$ cat src/inc/jtm_pkg.sv
// Constants, field layouts and helpers shared by the transport sample mapper
package jtm_pkg;

    // ----------------------------------------
    // Geometry
    // ----------------------------------------
    localparam int NUM_LANES = 8;
    localparam int NUM_CH = 4;
    localparam int SMP_PER_CH = 10;
    localparam int SMP_W = 9;
    localparam int OCTET_W = 8;
    localparam int FRAME_W = 64;
    localparam int WORD12_W = 12;
    localparam int WORD10_W = 10;
    localparam int MODE_W = 4;
    localparam int CNT_W = 4;

    // ----------------------------------------
    // Link modes and channel configurations
    // ----------------------------------------
    localparam logic [MODE_W-1:0] LAST_MODE = 4'h6;
    localparam logic [1:0] CFG_SINGLE = 2'h0;
    localparam logic [1:0] CFG_DUAL = 2'h1;
    localparam logic [1:0] CFG_QUAD = 2'h2;
    localparam logic [2:0] CH_SINGLE = 3'h1;
    localparam logic [2:0] CH_DUAL = 3'h2;
    localparam logic [2:0] CH_QUAD = 3'h4;

    // Per-mode tables, index = link mode 0..6 (rightmost entry is mode 0)
    localparam logic [6:0][CNT_W-1:0] FRAME_OCTETS = {4'h2, 4'h2, 4'h2, 4'h5, 4'h1, 4'h2, 4'h8};
    localparam logic [6:0][CNT_W-1:0] LANES_QUAD = {4'h6, 4'h2, 4'h3, 4'h4, 4'h4, 4'h6, 4'h8};
    localparam logic [6:0][CNT_W-1:0] LANES_DUAL = {4'h3, 4'h1, 4'h2, 4'h2, 4'h2, 4'h3, 4'h4};
    localparam logic [6:0][CNT_W-1:0] LANES_SINGLE = {4'h2, 4'h1, 4'h1, 4'h1, 4'h1, 4'h2, 4'h2};

    // ----------------------------------------
    // Values after reset
    // ----------------------------------------
    localparam logic [CNT_W-1:0] CNT_RST = 4'h0;
    localparam logic [NUM_LANES-1:0] LANE_EN_RST = 8'h00;

    // Nine-bit sample followed by three zero padding bits
    function automatic logic [WORD12_W-1:0] jtm_pad12(input logic [SMP_W-1:0] x);
        return {x, 3'h0};
    endfunction

endpackage

$ cat src/jtm_lane_shift.sv
// One lane: holds a left-aligned frame and emits it an octet per clock, MSB first
`timescale 1ns/1ps
module jtm_lane_shift
    import jtm_pkg::*;
(
    // Clock and reset
    input wire logic ref_clk_i,
    input wire logic rstn_i,
    // Control
    input wire logic load_i,
    input wire logic shift_i,
    input wire logic enable_i,
    input wire logic [FRAME_W-1:0] frame_i,
    // Lane octet
    output logic [OCTET_W-1:0] octet_o
);

    typedef struct packed {
        logic [FRAME_W-1:0] shreg;
        logic [OCTET_W-1:0] octet;
    } jtm_shift_t;

    jtm_shift_t s;
    jtm_shift_t next_s;

    always_comb
    begin
        next_s = s;
        if (load_i)
        begin
            // A powered-down lane carries zeros only
            next_s.octet = enable_i ? frame_i[FRAME_W-1 -: OCTET_W] : '0; // RULE14
            next_s.shreg = enable_i ? {frame_i[FRAME_W-OCTET_W-1:0], 8'h00} : '0; // RULE13
        end
        else if (shift_i)
        begin
            next_s.octet = s.shreg[FRAME_W-1 -: OCTET_W]; // RULE13
            next_s.shreg = {s.shreg[FRAME_W-OCTET_W-1:0], 8'h00};
        end
        else
        begin
            next_s.octet = '0;
        end
    end

    always_ff @(posedge ref_clk_i)
    begin
        if (!rstn_i)
            s <= '0;
        else
            s <= next_s;
    end

    assign octet_o = s.octet;

endmodule

$ cat src/jtm_sample_mapper.sv
// Transport-layer sample mapper: packs channel samples into per-lane octet frames
`timescale 1ns/1ps
// Overview of operation
// RULE1 - Mode 0: five padded samples, tail, 8/4/2
// RULE2 - Mode 0: lane pair per channel, even/odd
// RULE3 - Mode 1: lane 0/1 split of A samples
// RULE4 - Mode 1: B0 split, zero when absent
// RULE5 - Mode 2: one 8-bit sample per lane
// RULE6 - Mode 3: four 9-bit samples, one zero each
// RULE7 - Mode 4: A0 padded then B0 high nibble
// RULE8 - Mode 4: lanes 1 and 2 carry B,C,D
// RULE9 - Mode 5: lane 0 holds A0 then B0
// RULE10 - Mode 6: same packing as mode 1
// RULE11 - Mode 6: lane 2 and lanes 3-5 split
// RULE12 - Tail and padding bits driven zero
// RULE13 - Samples sent MSB first
// RULE14 - Lowest lanes used, upper lanes powered down
// RULE15 - Mode 5 quad: lane 1 holds C0, D0
module jtm_sample_mapper
    import jtm_pkg::*;
(
    // Clock and reset
    input wire logic ref_clk_i,
    input wire logic rstn_i,
    // Configuration
    input wire logic [MODE_W-1:0] link_mode_select_i,
    input wire logic [1:0] chan_cfg_i,
    // Sample frame in, index [channel][sample], channel 0 is A
    input wire logic frame_valid_i,
    input wire logic [NUM_CH-1:0][SMP_PER_CH-1:0][SMP_W-1:0] sample_i,
    output logic frame_ready_o,
    // Lane octets out
    output logic octet_valid_o,
    output logic frame_start_o,
    output logic [NUM_LANES-1:0] lane_en_o,
    output logic [OCTET_W-1:0] lane_0_o,
    output logic [OCTET_W-1:0] lane_1_o,
    output logic [OCTET_W-1:0] lane_2_o,
    output logic [OCTET_W-1:0] lane_3_o,
    output logic [OCTET_W-1:0] lane_4_o,
    output logic [OCTET_W-1:0] lane_5_o,
    output logic [OCTET_W-1:0] lane_6_o,
    output logic [OCTET_W-1:0] lane_7_o
);

    // ----------------------------------------
    // State
    // ----------------------------------------
    typedef struct packed {
        logic [CNT_W-1:0] count;
        logic ready;
        logic octet_valid;
        logic frame_start;
        logic [NUM_LANES-1:0] lane_en;
    } jtm_state_t;

    localparam jtm_state_t STATE_RST = '{count: CNT_RST, ready: 1'b1, octet_valid: 1'b0,
                                         frame_start: 1'b0, lane_en: LANE_EN_RST};

    jtm_state_t s;
    jtm_state_t next_s;
    logic take;
    logic supported;
    logic [2:0] num_ch;
    logic [CNT_W-1:0] num_lanes;
    logic [CNT_W-1:0] octets;
    logic [NUM_LANES-1:0] lane_mask;
    logic [NUM_CH-1:0][SMP_PER_CH-1:0][SMP_W-1:0] smp;
    logic [NUM_LANES-1:0][FRAME_W-1:0] frame_map;
    logic [NUM_LANES-1:0][OCTET_W-1:0] lane_octet;

    assign take = frame_valid_i & s.ready;
    assign supported = (link_mode_select_i <= LAST_MODE);

    // ----------------------------------------
    // Lane and frame geometry for the selected mode
    // ----------------------------------------
    always_comb
    begin
        num_ch = CH_QUAD;
        num_lanes = '0;
        octets = 4'h1;
        if (supported)
        begin
            octets = FRAME_OCTETS[link_mode_select_i[2:0]];
            unique case (chan_cfg_i)
                CFG_SINGLE:
                begin
                    num_ch = CH_SINGLE;
                    num_lanes = LANES_SINGLE[link_mode_select_i[2:0]];
                end
                CFG_DUAL:
                begin
                    num_ch = CH_DUAL;
                    num_lanes = LANES_DUAL[link_mode_select_i[2:0]];
                end
                default:
                begin
                    num_ch = CH_QUAD;
                    num_lanes = LANES_QUAD[link_mode_select_i[2:0]];
                end
            endcase
        end
        for (int i = 0; i < NUM_LANES; i++)
            lane_mask[i] = (i < int'(num_lanes)); // RULE14
        // Absent channels are forced to zero so their slots fill with zeros
        for (int c = 0; c < NUM_CH; c++)
            smp[c] = (c < int'(num_ch)) ? sample_i[c] : '0; // RULE4 RULE9
    end

    // ----------------------------------------
    // Frame mapping, left aligned, unused bits zero
    // ----------------------------------------
    always_comb
    begin
        frame_map = '0; // RULE12
        unique case (link_mode_select_i)
            4'h0:
            begin
                for (int c = 0; c < NUM_CH; c++)
                    for (int e = 0; e < 2; e++)
                        for (int k = 0; k < 5; k++)
                            frame_map[2*c+e][FRAME_W-1-WORD12_W*k -: WORD12_W] =
                                jtm_pad12(smp[c][2*k+e]); // RULE1 RULE2
            end
            4'h1, 4'h6:
            begin
                for (int p = 0; p < 2; p++)
                begin
                    frame_map[3*p][FRAME_W-1 -: 16] =
                        {jtm_pad12(smp[2*p][0]), smp[2*p][1][8:5]}; // RULE3 RULE10
                    frame_map[3*p+1][FRAME_W-1 -: 16] =
                        {smp[2*p][1][4:0], 3'h0, smp[2*p+1][0][8:1]}; // RULE4 RULE10
                    frame_map[3*p+2][FRAME_W-1 -: 16] =
                        {smp[2*p+1][0][0], 3'h0, jtm_pad12(smp[2*p+1][1])}; // RULE4 RULE11
                end
            end
            4'h2:
            begin
                // Eight-bit modes carry the top eight sample bits
                for (int c = 0; c < NUM_CH; c++)
                    frame_map[c][FRAME_W-1 -: OCTET_W] = smp[c][0][8:1]; // RULE5
            end
            4'h3:
            begin
                for (int c = 0; c < NUM_CH; c++)
                    for (int k = 0; k < 4; k++)
                        frame_map[c][FRAME_W-1-WORD10_W*k -: WORD10_W] = {smp[c][k], 1'b0}; // RULE6
            end
            4'h4:
            begin
                frame_map[0][FRAME_W-1 -: 16] = {jtm_pad12(smp[0][0]), smp[1][0][8:5]}; // RULE7
                frame_map[1][FRAME_W-1 -: 16] = {smp[1][0][4:0], 3'h0, smp[2][0][8:1]}; // RULE8
                frame_map[2][FRAME_W-1 -: 16] = {smp[2][0][0], 3'h0, jtm_pad12(smp[3][0])}; // RULE8
            end
            4'h5:
            begin
                frame_map[0][FRAME_W-1 -: 16] = {smp[0][0][8:1], smp[1][0][8:1]}; // RULE9
                frame_map[1][FRAME_W-1 -: 16] = {smp[2][0][8:1], smp[3][0][8:1]}; // RULE15
            end
            default:
            begin
                frame_map = '0;
            end
        endcase
    end

    // ----------------------------------------
    // Frame sequencing
    // ----------------------------------------
    always_comb
    begin
        next_s = s;
        if (take)
        begin
            next_s.count = octets - 4'h1;
            next_s.octet_valid = 1'b1;
            next_s.frame_start = 1'b1;
            next_s.lane_en = lane_mask; // RULE14
        end
        else if (s.count != '0)
        begin
            next_s.count = s.count - 4'h1;
            next_s.octet_valid = 1'b1;
            next_s.frame_start = 1'b0;
        end
        else
        begin
            next_s.octet_valid = 1'b0;
            next_s.frame_start = 1'b0;
        end
        next_s.ready = (next_s.count == '0);
    end

    always_ff @(posedge ref_clk_i)
    begin
        if (!rstn_i)
            s <= STATE_RST;
        else
            s <= next_s;
    end

    // ----------------------------------------
    // Lane serialisers
    // ----------------------------------------
    for (genvar g = 0; g < NUM_LANES; g++)
    begin : g_lane
        jtm_lane_shift u_shift (
            .ref_clk_i(ref_clk_i),
            .rstn_i(rstn_i),
            .load_i(take),
            .shift_i(s.count != '0),
            .enable_i(lane_mask[g]),
            .frame_i(frame_map[g]),
            .octet_o(lane_octet[g])
        );
    end

    assign frame_ready_o = s.ready;
    assign octet_valid_o = s.octet_valid;
    assign frame_start_o = s.frame_start;
    assign lane_en_o = s.lane_en;
    assign lane_0_o = lane_octet[0];
    assign lane_1_o = lane_octet[1];
    assign lane_2_o = lane_octet[2];
    assign lane_3_o = lane_octet[3];
    assign lane_4_o = lane_octet[4];
    assign lane_5_o = lane_octet[5];
    assign lane_6_o = lane_octet[6];
    assign lane_7_o = lane_octet[7];

endmodule

$ cat config.mk
export PLATFORM = sky130hd
export DESIGN_NAME = jtm_sample_mapper
export DESIGN_NICKNAME = d
export VERILOG_FILES = /design/src/inc/jtm_pkg.sv /design/src/jtm_lane_shift.sv /design/src/jtm_sample_mapper.sv
export SDC_FILE = /design/constraint.sdc
export NUM_CORES = 1
export LEC_CHECK = 0
export CORE_ASPECT_RATIO = 0.5
export CORE_MARGIN = 3
export CORE_UTILIZATION = 29
export CTS_CLUSTER_SIZE = 25
export DETAILED_ROUTE_END_ITERATION = 16
export DONT_BUFFER_PORTS = 1
export PLACE_DENSITY = 0.5
export REMOVE_ABC_BUFFERS = 1
export SYNTH_ARGS = -nofsm -noshare
export SYNTH_HDL_FRONTEND = slang
export SYNTH_SLANG_ARGS = --single-unit
$ cat constraint.sdc
create_clock -name ref_clk_i -period 3.6 [get_ports ref_clk_i]
set_input_delay 0.54 -clock ref_clk_i [delete_from_list [all_inputs] [get_ports ref_clk_i]]
set_output_delay 0.54 -clock ref_clk_i [all_outputs]
set_load 0.01 [all_outputs]
==> flow_summary_export.csv, run 1 <==
group,metric,value,unit
logic_synthesis,async_flop_share,0,%
clocking,postCtsResizedCells,0,
global_routing,grt_pass1_wl,116600,µm
setup_path,max_stage_delay,0.48,ns
die,pin_count,444,
die,rows,67,
timing,rsz0062_at_grt,"no",
detailed_routing,drt-wirelength-per-cell,27.03,µm
clocking,post-cts-setup-buffers,0,
clocking,cts_buffer_depth,3,
logic_synthesis,syn_avg_cell_area,9.071,µm²
logic_synthesis,synth_commonest_cells,"dfxtp_1 (471), nand2_1 (363), o21ai_0 (183)",
setup_path,arrival,3.20,ns
global_routing,grt_max_degree,102,
hold_path,hold_class,"input port to register",
die,die_w,380,µm
clocking,cts_buffers,47,
clocking,clk_latency,0.62,ns
final_layout,nFillCells,7184,
logic_synthesis,netlist.top_cell.by_area,"dfxtp_1",
global_routing,grt_pass1_vias,16470,
timing,fin_skew,0.02759,ns
run,max_cap_violations,0,
timing,fin_setup_tns,0,ns
timing,maxSlewViolCount,0,
placed_design,place_congestion,0.8513,
timing,period_needed,2.652,ns
logic_synthesis,synth.distinct_cells,74,
die,die-area,73340,µm²
clocking,root_buffer,"clkbuf_16",
setup_path,critPathSlowestCell,"buf_12",
die,initial_core_util,29.80,%
setup_path,path_delay_family,"buffers and inverters",
clocking,cts_hold_buffers,0,
global_routing,track_usage,21.12,%
final_layout,fin_nets,2435,
run_status,outcome,"complete, no violations",
final_layout,seqCellArea,9429,µm²
timing,finalSetupViolCount,0,
setup_path,critPathBufInv,3,
detailed_routing,ant_nets,0,
die,chipHeight,193,µm
clocking,clk_pin_slew,0.07,ns
final_layout,area_delta_synth_final,9.648,%
final_layout,final_core_util,32.67,%
setup_path,crit_fanout,88,
detailed_routing,routed_wl,82080,µm
die,coreArea,68070,µm²
timing,finalCritPeriodShare,73.66,%
global_routing,grt.overflow.total,0,
logic_synthesis,yosysSeqAreaShare,46.49,%
setup_path,crit_path_start_kind,"register",
detailed_routing,num_vias,17310,
power_and_ir_drop,p_leak,7.487,nW
logic_synthesis,ys.warnings.count,0,
clocking,cts_tree,"built",
logic_synthesis,synth_cells,2236,
detailed_routing,dr.first_iter.drc_count,1683,
logic_synthesis,synth_edf_count,0,
setup_path,cp-end-kind,"register",
timing,worstMarginPinSlew,1.243,ns
final_layout,multi_input_area,9457,µm²
logic_synthesis,syn_area,20280,µm²
setup_path,crit_type,"register to register",
setup_path,crit_chain,"inv_1, ha_1, nor3b_4, buf_12, buf_12, o21ai_0, o21ai_0, o211a_1",
logic_synthesis,synth_top_area_share,46.49,%
logic_synthesis,yosysMostFrequentCell,"dfxtp_1",
global_routing,antenna_found_initial,11,
timing,fmax,377.1,MHz
logic_synthesis,ys_top_cells_by_area,"dfxtp_1 (46%), mux2i_1 (8.0%), nand2_1 (6.7%), a22oi_1 (5.0%), o21ai_0 (4.5%)",
detailed_routing,viasPerCell,5.699,
setup_path,cp.required,4.15,ns
clocking,cts_sinks,471,
timing,maxSlewHeadroom,16.51,%
final_layout,layout-drive-gt1-share,8.337,%
power_and_ir_drop,p_per_area,695.5,nW/µm²
clocking,h-tree-depth,2,
detailed_routing,dr.pass1.iters,8,
logic_synthesis,ys_ff_latch,471,
power_and_ir_drop,peakVddDrop,0.8095,mV
placed_design,dp_hpwl,55730,µm
timing,hold_violations,0,
detailed_routing,drc,0,
logic_synthesis,synth-main-ff-cell,"dfxtp_1",
placed_design,io_buffer_count,0,
worst reg2reg max path: stages (launching register included):
cell	delay [ns]
dfxtp_1	0.31
inv_1	0.09
ha_1	0.24
nor3b_4	0.45
buf_12	0.46
buf_12	0.58
o21ai_0	0.18
o21ai_0	0.12
o211a_1	0.18
report_power, final:
part	internal, mW	leakage (nW)	switching (mW)
registers	5.55	3.81	0.233
clock network	2.96	0.785	2.27
logic	1.34	2.90	3.11
area by class of cell:
cell class              count  area share, %
multi-input cells        1482          42.52
flip-flops and latches    471          42.40
clock buffers              71          6.374
well taps                 931          5.238
repair buffers             53          2.352
clock inverters            14         0.9002
inverters                   8         0.1350
diodes                      7        0.07877
state kept, by name (all words and copies together), names as in the netlist:
name                    cells
s                           4
g_lane.u_shift.s          392
octet_valid_o               1
g_lane.u_shift.octet_o     64
frame_start_o               1
lane_en_o                   8
frame_ready_o               1
final timing paths:
path	start	to	slack, ns	depth (start not counted)
min reg2reg	g_lane[6].u_shift.s[33]$_SDFFE_PN0P_	g_lane[6].u_shift.s[33]$_SDFFE_PN0P_	0.45	2
max	s[11]$_SDFF_PN0_	g_lane[1].u_shift.s[41]$_SDFFE_PN0P_	0.95	8
min	sample_i[284]	g_lane[5].u_shift.octet_o[0]$_SDFF_PN0_	0.04	2
max reg2reg	s[11]$_SDFF_PN0_	g_lane[1].u_shift.s[41]$_SDFFE_PN0P_	0.95	8
metrics by stage:
stage	power, mW	cell area, µm²	instances	setup WS, ns	hold WS, ns
after floorplan	6.927	18840	1961	-16.47	0.4199
after global placement	10.31	20600	2945	0.8549	0.4331
after global routing	16.09	22230	3035	0.7177	0.01344
final	15.47	22240	3037	0.9481	0.03613
after CTS	15.56	22220	3030	0.9585	0.005223
after detailed placement	10.34	20600	2945	0.7855	0.4419
cells by family (layout without fill, tap and decap cells):
kind of cell	after synthesis	count (layout)	share of synthesized area (%)
adders and majority gates	3	3	0.1851
other	0	7	0
and+or+nand+nor	520	520	10.89
xor gates and xnor gates	3	3	0.1296
muxes	170	170	8.433
buffers and inverters	283	146	7.279
DFF	471	471	46.49
AOI/OAI and AO/OA	786	786	26.59
routing by layer:
metal / up-vias / global-route usage [%] / share of wire, %
li1: 7825 / - / -
met1: 8585 / 25.95 / 40
met2: 680 / 36.38 / 49
met3: 205 / 3.856 / 6.1
met4: 12 / 9.599 / 4.8
met5: - / 0 / 0.089
layout by cell type (no fill, tap or decap), drive strengths merged, types with 16 or more instances in the layout:
cell type  synthesis  final
a32o              18     18
nor2              57     57
o211a             16     16
nand2            363    363
a22o              79     79
dfxtp            471    471
buf              157     53
a221oi            26     26
o22ai             73     73
o2bb2ai           23     23
a22oi            134    134
clkbuf           118     71
mux2i            163    163
o21ai            188    188
nor3              44     44
a222oi            22     22
a21oi            144    144
(Power assumes the default switching activity.)
==> run 2, diff against run 1 <==
PLACE_DENSITY = 0.51   (was 0.5)
clock period = 2.4 ns   (was 3.6 ns; I/O delays follow)
==> flow_summary_export.csv, run 2 (synthesis gave the netlist of run 1 again) <==
group,metric,value,unit
global_routing,grt_pass1_vias,18340,
clocking,h-tree-depth,2,
clocking,cts_buffers,47,
timing,finalSetupViolCount,0,
global_routing,track_usage,21.56,%
final_layout,final_cells,3370,
final_layout,area_delta_synth_final,26.27,%
timing,maxSlewHeadroom,25.74,%
die,die-area,73340,µm²
timing,rsz0062_at_grt,"no",
placed_design,io_buffer_count,0,
setup_path,cp-end-kind,"register",
detailed_routing,drt-wirelength-per-cell,24.88,µm
setup_path,crit_path_start_kind,"register",
final_layout,largest_reg_flops,392,
timing,period_needed,2.237,ns
global_routing,antenna_found_initial,5,
clocking,cts_tree,"built",
power_and_ir_drop,power,23.96,mW
detailed_routing,dr.first_iter.drc_count,1885,
detailed_routing,routed_wl,83850,µm
timing,fin_skew,0.02008,ns
global_routing,grt.overflow.total,0,
detailed_routing,num_vias,18680,
die,chipHeight,193,µm
final_layout,layout-drive-gt1-share,8.470,%
setup_path,cp.required,2.84,ns
detailed_routing,drc,0,
final_layout,fin_nets,2770,
clocking,cts_hold_buffers,304,
die,die_w,380,µm
setup_path,arrival,2.68,ns
run,max_cap_violations,0,
final_layout,nFillCells,6943,
power_and_ir_drop,p_per_area,935.7,nW/µm²
detailed_routing,ant_nets,0,
clocking,clk_pin_slew,0.06,ns
timing,fmax,447.1,MHz
placed_design,place_congestion,0.8601,
clocking,clk_latency,0.61,ns
setup_path,crit_type,"register to register",
run_status,outcome,"complete, no violations",
final_layout,regMostFlops,"g_lane.u_shift.s",
final_layout,stdcell_area,25610,µm²
die,coreArea,68070,µm²
die,pin_count,444,
die,initial_core_util,29.80,%
die,rows,67,
setup_path,crit_fanout,27,
clocking,root_buffer,"clkbuf_16",
clocking,cts_buffer_depth,3,
clocking,postCtsResizedCells,0,
clocking,cts_sinks,471,
hold_path,hold_class,"input port to register",
global_routing,grt_pass1_wl,121300,µm
hold_path,holdPathStages,2,
power_and_ir_drop,p_leak,8.939,nW
timing,worstMarginPinSlew,1.114,ns
placed_design,dpl_cell_area,20990,µm²
setup_path,ff2ff_path_depth,8,
detailed_routing,dr.pass1.iters,9,
detailed_routing,viasPerCell,5.543,
timing,fin_hold_ws,0.01582,ns
final_layout,layout_commonest_cell,"dfxtp_1",
placed_design,dp_hpwl,55420,µm
global_routing,grt_max_degree,94,
timing,maxSlewViolCount,0,
final_layout,layout_common_cells,"dfxtp_1 (471), nand2_1 (360), dlygate4sd3_1 (303)",
clocking,post-cts-setup-buffers,0,
timing,hold_violations,0,
placed_design,dp_cells,2976,
power_and_ir_drop,peakVddDrop,0.5837,mV
timing,finalCritPeriodShare,93.20,%
[run 2: cell count changes in the layout (fill, tap and decap cells not counted)]
cell,before,now
buf_4,43,62
dlygate4sd3_1,0,303
clkbuf_1,10,9
clkbuf_8,13,10
clkinv_2,4,9
clkinvlp_4,3,1
inv_6,1,2
buf_12,10,23
bufinv_16,3,2
clkinv_4,1,0
[run 2: path summary, 6_finish.rpt]
kind	endpoint	start	slack [ns]
min	g_lane[3].u_shift.s[65]$_SDFFE_PN0P_	sample_i[195]	0.02
max reg2reg	g_lane[2].u_shift.s[47]$_SDFFE_PN0P_	s[11]$_SDFF_PN0_	0.16
max	g_lane[2].u_shift.s[47]$_SDFFE_PN0P_	s[11]$_SDFF_PN0_	0.16
min reg2reg	g_lane[4].u_shift.s[32]$_SDFFE_PN0P_	g_lane[4].u_shift.s[24]$_SDFFE_PN0P_	0.44
[run 2: final cells by class]
type | count | area, µm² | share of cell area, %
diodes | 7 | 17.52 | 0.06840
clock buffers | 67 | 1373 | 5.360
clock inverters | 16 | 180.2 | 0.7035
inverters | 8 | 30.03 | 0.1173
multi-input cells | 1482 | 9457 | 36.93
flip-flops and latches | 471 | 9429 | 36.82
well taps | 931 | 1165 | 4.549
repair buffers | 388 | 3959 | 15.46
[run 2: power breakdown]
group          internal [mW]  total, mW  switching [mW]
clock network           4.23       7.59            3.36
registers               8.33       8.67           0.344
logic                   2.82       7.70            4.88
total                   15.4       24.0            8.59
[run 2: metrics by stage]
| step | setup TNS, ns | util (%) | setup WS (ns) |
|---|---|---|---|
| floorplan | -5995.00 | - | -17.67 |
| global placement | 0 | 30.83 | 0.02869 |
| detailed placement | 0 | 30.83 | 0.0004783 |
| CTS | 0 | 37.60 | 0.1760 |
| global route | 0 | 37.61 | 0.01325 |
| finish | 0 | 37.62 | 0.1632 |
[run 2: critical path: stages (launching register included)]
cell and delay, ns:
dfxtp_1 0.31, inv_1 0.09, ha_1 0.23, nor3b_4 0.36, nand2_1 0.13, nand2_2 0.26
o31a_2 0.30, buf_12 0.22, o22ai_1 0.12
[run 2: routing by layer]
layer,wire length [µm],global-route usage [%],vias up
met5,14,0,-
met4,4266,11.01,2
met3,4770,2.994,212
met2,40950,37.05,744
met1,33850,26.72,9231
li1,-,-,8491
==> run 3, diff against run 2 <==
CORE_MARGIN = 1.5   (was 3)
==> flow_summary_export.csv, run 3 (synthesis gave the netlist of run 1 again) <==
group,metric,value,unit
power_and_ir_drop,pwr-share-comb,31.9,%
power_and_ir_drop,switching_share,36.23,%
final_layout,seqCellArea,9429,µm²
clocking,clk_pin_slew,0.07,ns
global_routing,grt_util_met3,3.571,%
final_layout,layout_common_cells,"dfxtp_1 (471), nand2_1 (360), dlygate4sd3_1 (307)",
setup_path,cp.required,2.95,ns
timing,fmax,434.9,MHz
power_and_ir_drop,peakVddDrop,0.7686,mV
timing,finalCritPeriodShare,95.80,%
setup_path,crit_fanout,15,
power_and_ir_drop,seqPwrFrac,36.1,%
detailed_routing,dr.first_iter.drc_count,1770,
hold_path,worstHoldEndpoint,"g_lane[0].u_shift.s[42]$_SDFFE_PN0P_",
power_and_ir_drop,p_leak,8.969,nW
final_layout,area_delta_synth_final,27.03,%
hold_path,hold_class,"input port to register",
final_layout,multi_input_area,9467,µm²
setup_path,crit_path_start_kind,"register",
detailed_routing,num_vias,18760,
global_routing,grt_pass1_vias,18330,
timing,maxSlewViolCount,0,
detailed_routing,viasPerCell,5.531,
final_layout,nFillCells,7050,
final_layout,final_cells,3392,
timing,setup_ws,0.1008,ns
detailed_routing,ant_nets,0,
detailed_routing,drt-wirelength-per-cell,24.69,µm
global_routing,track_usage,22.53,%
global_routing,grt.met2_usage,37.69,%
clocking,clk_latency,0.60,ns
power_and_ir_drop,p_per_area,932.9,nW/µm²
detailed_routing,drc,0,
power_and_ir_drop,power.switching,8.708,mW
setup_path,reg2reg_to,"g_lane[4].u_shift.octet_o[6]$_SDFF_PN0_",
die,initial_core_util,29.36,%
placed_design,dp_cells,2986,
clocking,cts_sinks,471,
clocking,cts_buffer_depth,3,
placed_design,place_congestion,0.8872,
timing,maxSlewHeadroom,42.33,%
timing,period_needed,2.299,ns
die,die-area,71630,µm²
timing,fin_skew,0.02587,ns
detailed_routing,routed_wl,83740,µm
final_layout,layout-drive-gt1-share,8.501,%
global_routing,busiest_layer,"met2",
final_layout,layout_commonest_cell,"dfxtp_1",
global_routing,grt_max_degree,109,
detailed_routing,dr.pass1.iters,8,
global_routing,grt.overflow.total,0,
placed_design,dp_hpwl,54460,µm
timing,hold_violations,0,
global_routing,grt_pass1_wl,122000,µm
placed_design,dp_slack,0.04478,ns
final_layout,largest_reg_flops,392,
setup_path,r2r-start,"frame_ready_o$_SDFF_PN1_",
run,max_cap_violations,0,
clocking,h-tree-depth,2,
setup_path,cp-end-kind,"register",
die,die_w,377,µm
die,rows,68,
setup_path,crit_type,"register to register",
die,coreArea,69090,µm²
clocking,cts_buffers,47,
setup_path,ff2ff_path_depth,8,
clocking,root_buffer,"clkbuf_16",
global_routing,antenna_found_initial,16,
final_layout,fin_nets,2770,
clocking,cts_tree,"built",
timing,fin_setup_tns,0,ns
power_and_ir_drop,clkPwrFrac,32.0,%
final_layout,final_core_util,37.29,%
run_status,outcome,"complete, no violations",
die,pin_count,444,
final_layout,regMostFlops,"g_lane.u_shift.s",
hold_path,hold_start,"sample_i[61]",
placed_design,io_buffer_count,0,
setup_path,arrival,2.85,ns
power_and_ir_drop,p_int,15.33,mW
die,chipHeight,190,µm
timing,worstMarginPinSlew,0.8633,ns
hold_path,holdPathStages,2,
setup_path,rrSetupSlack,0.10,ns
timing,finalSetupViolCount,0,
global_routing,met1_usage,27.84,%
==> run 3: changes by cell type in the layout (fill, tap and decap cells not counted), moves of 2 or more <==
cell	previous run	this run
buf_4	62	52
diode_2	7	12
buf_12	23	27
dlygate4sd3_1	303	307
clkbuf_8	10	12
==> run 3: worst max-delay path by stage <==
stage / endpoint / start / slack, ns
6_report: g_lane[4].u_shift.octet_o[6]$_SDFF_PN0_ / frame_ready_o$_SDFF_PN1_ / 0.10
5_1_grt: g_lane[5].u_shift.s[31]$_SDFFE_PN0P_ / s[11]$_SDFF_PN0_ / -0.002
3_5_place_dp: frame_ready_o$_SDFF_PN1_ / s[11]$_SDFF_PN0_ / 0.04
4_1_cts: g_lane[4].u_shift.octet_o[6]$_SDFF_PN0_ / s[11]$_SDFF_PN0_ / 0.02
2_1_floorplan: g_lane[2].u_shift.s[41]$_SDFFE_PN0P_ / s[11]$_SDFF_PN0_ / -17.67
3_3_place_gp: frame_ready_o$_SDFF_PN1_ / s[11]$_SDFF_PN0_ / -0.05
==> run 3: critical path, cell delays in order, from the launching register on <==
cell and delay [ns]:
dfxtp_1 0.46, and2_2 0.24, nand2_1 0.21, inv_2 0.19, and2_1 0.15, buf_4 0.27, nand2_1 0.08, o21ai_1 0.08
dlygate4sd3_1 0.55
==> run 3: timing repair <==
action | CTS | global route
gates resized for setup | 0 | 5
hold endpoints to repair | 379 | 0
buffers inserted | 0 | 0
endpoints found under the setup margin | 0 | 4
hold buffers | 308 | 0
==> run 3: per-layer routing <==
layer  share of wire, %  routed length, µm
met1                 40              33720
met5              0.049                 41
met4                5.5               4639
met3                6.1               5144
met2                 48              40190
==> run 3: power groups by stage <==
stage	registers, mW	clock network, mW	logic (mW)
6_report	8.69	7.69	7.66
5_1_grt	8.74	8.18	8.09
4_1_cts	8.68	7.85	7.55
3_5_place_dp	8.85	0	7.02
3_3_place_gp	8.84	0	7.01
2_1_floorplan	8.24	0	1.63
==> run 3: layout make-up <==
cell class | instances | area share (%)
multi-input combinational | 1482 | 36.74
sequential | 471 | 36.60
timing repair buffer | 388 | 15.69
clock buffer | 70 | 5.449
tap | 945 | 4.589
clock inverter | 16 | 0.6993
inverter | 8 | 0.1166
antenna | 12 | 0.1166
==> run 3: stage by stage <==
stage / total power, mW / instance area, µm² / hold slack [ns]
after detailed placement: 15.87 / 21040 / 0.4418
after global placement: 15.86 / 21040 / 0.4350
after floorplan: 9.872 / 18840 / 0.4199
after global routing: 25.01 / 25760 / 0.007645
final: 24.04 / 25760 / 0.02436
after CTS: 24.08 / 25710 / 0.0006579
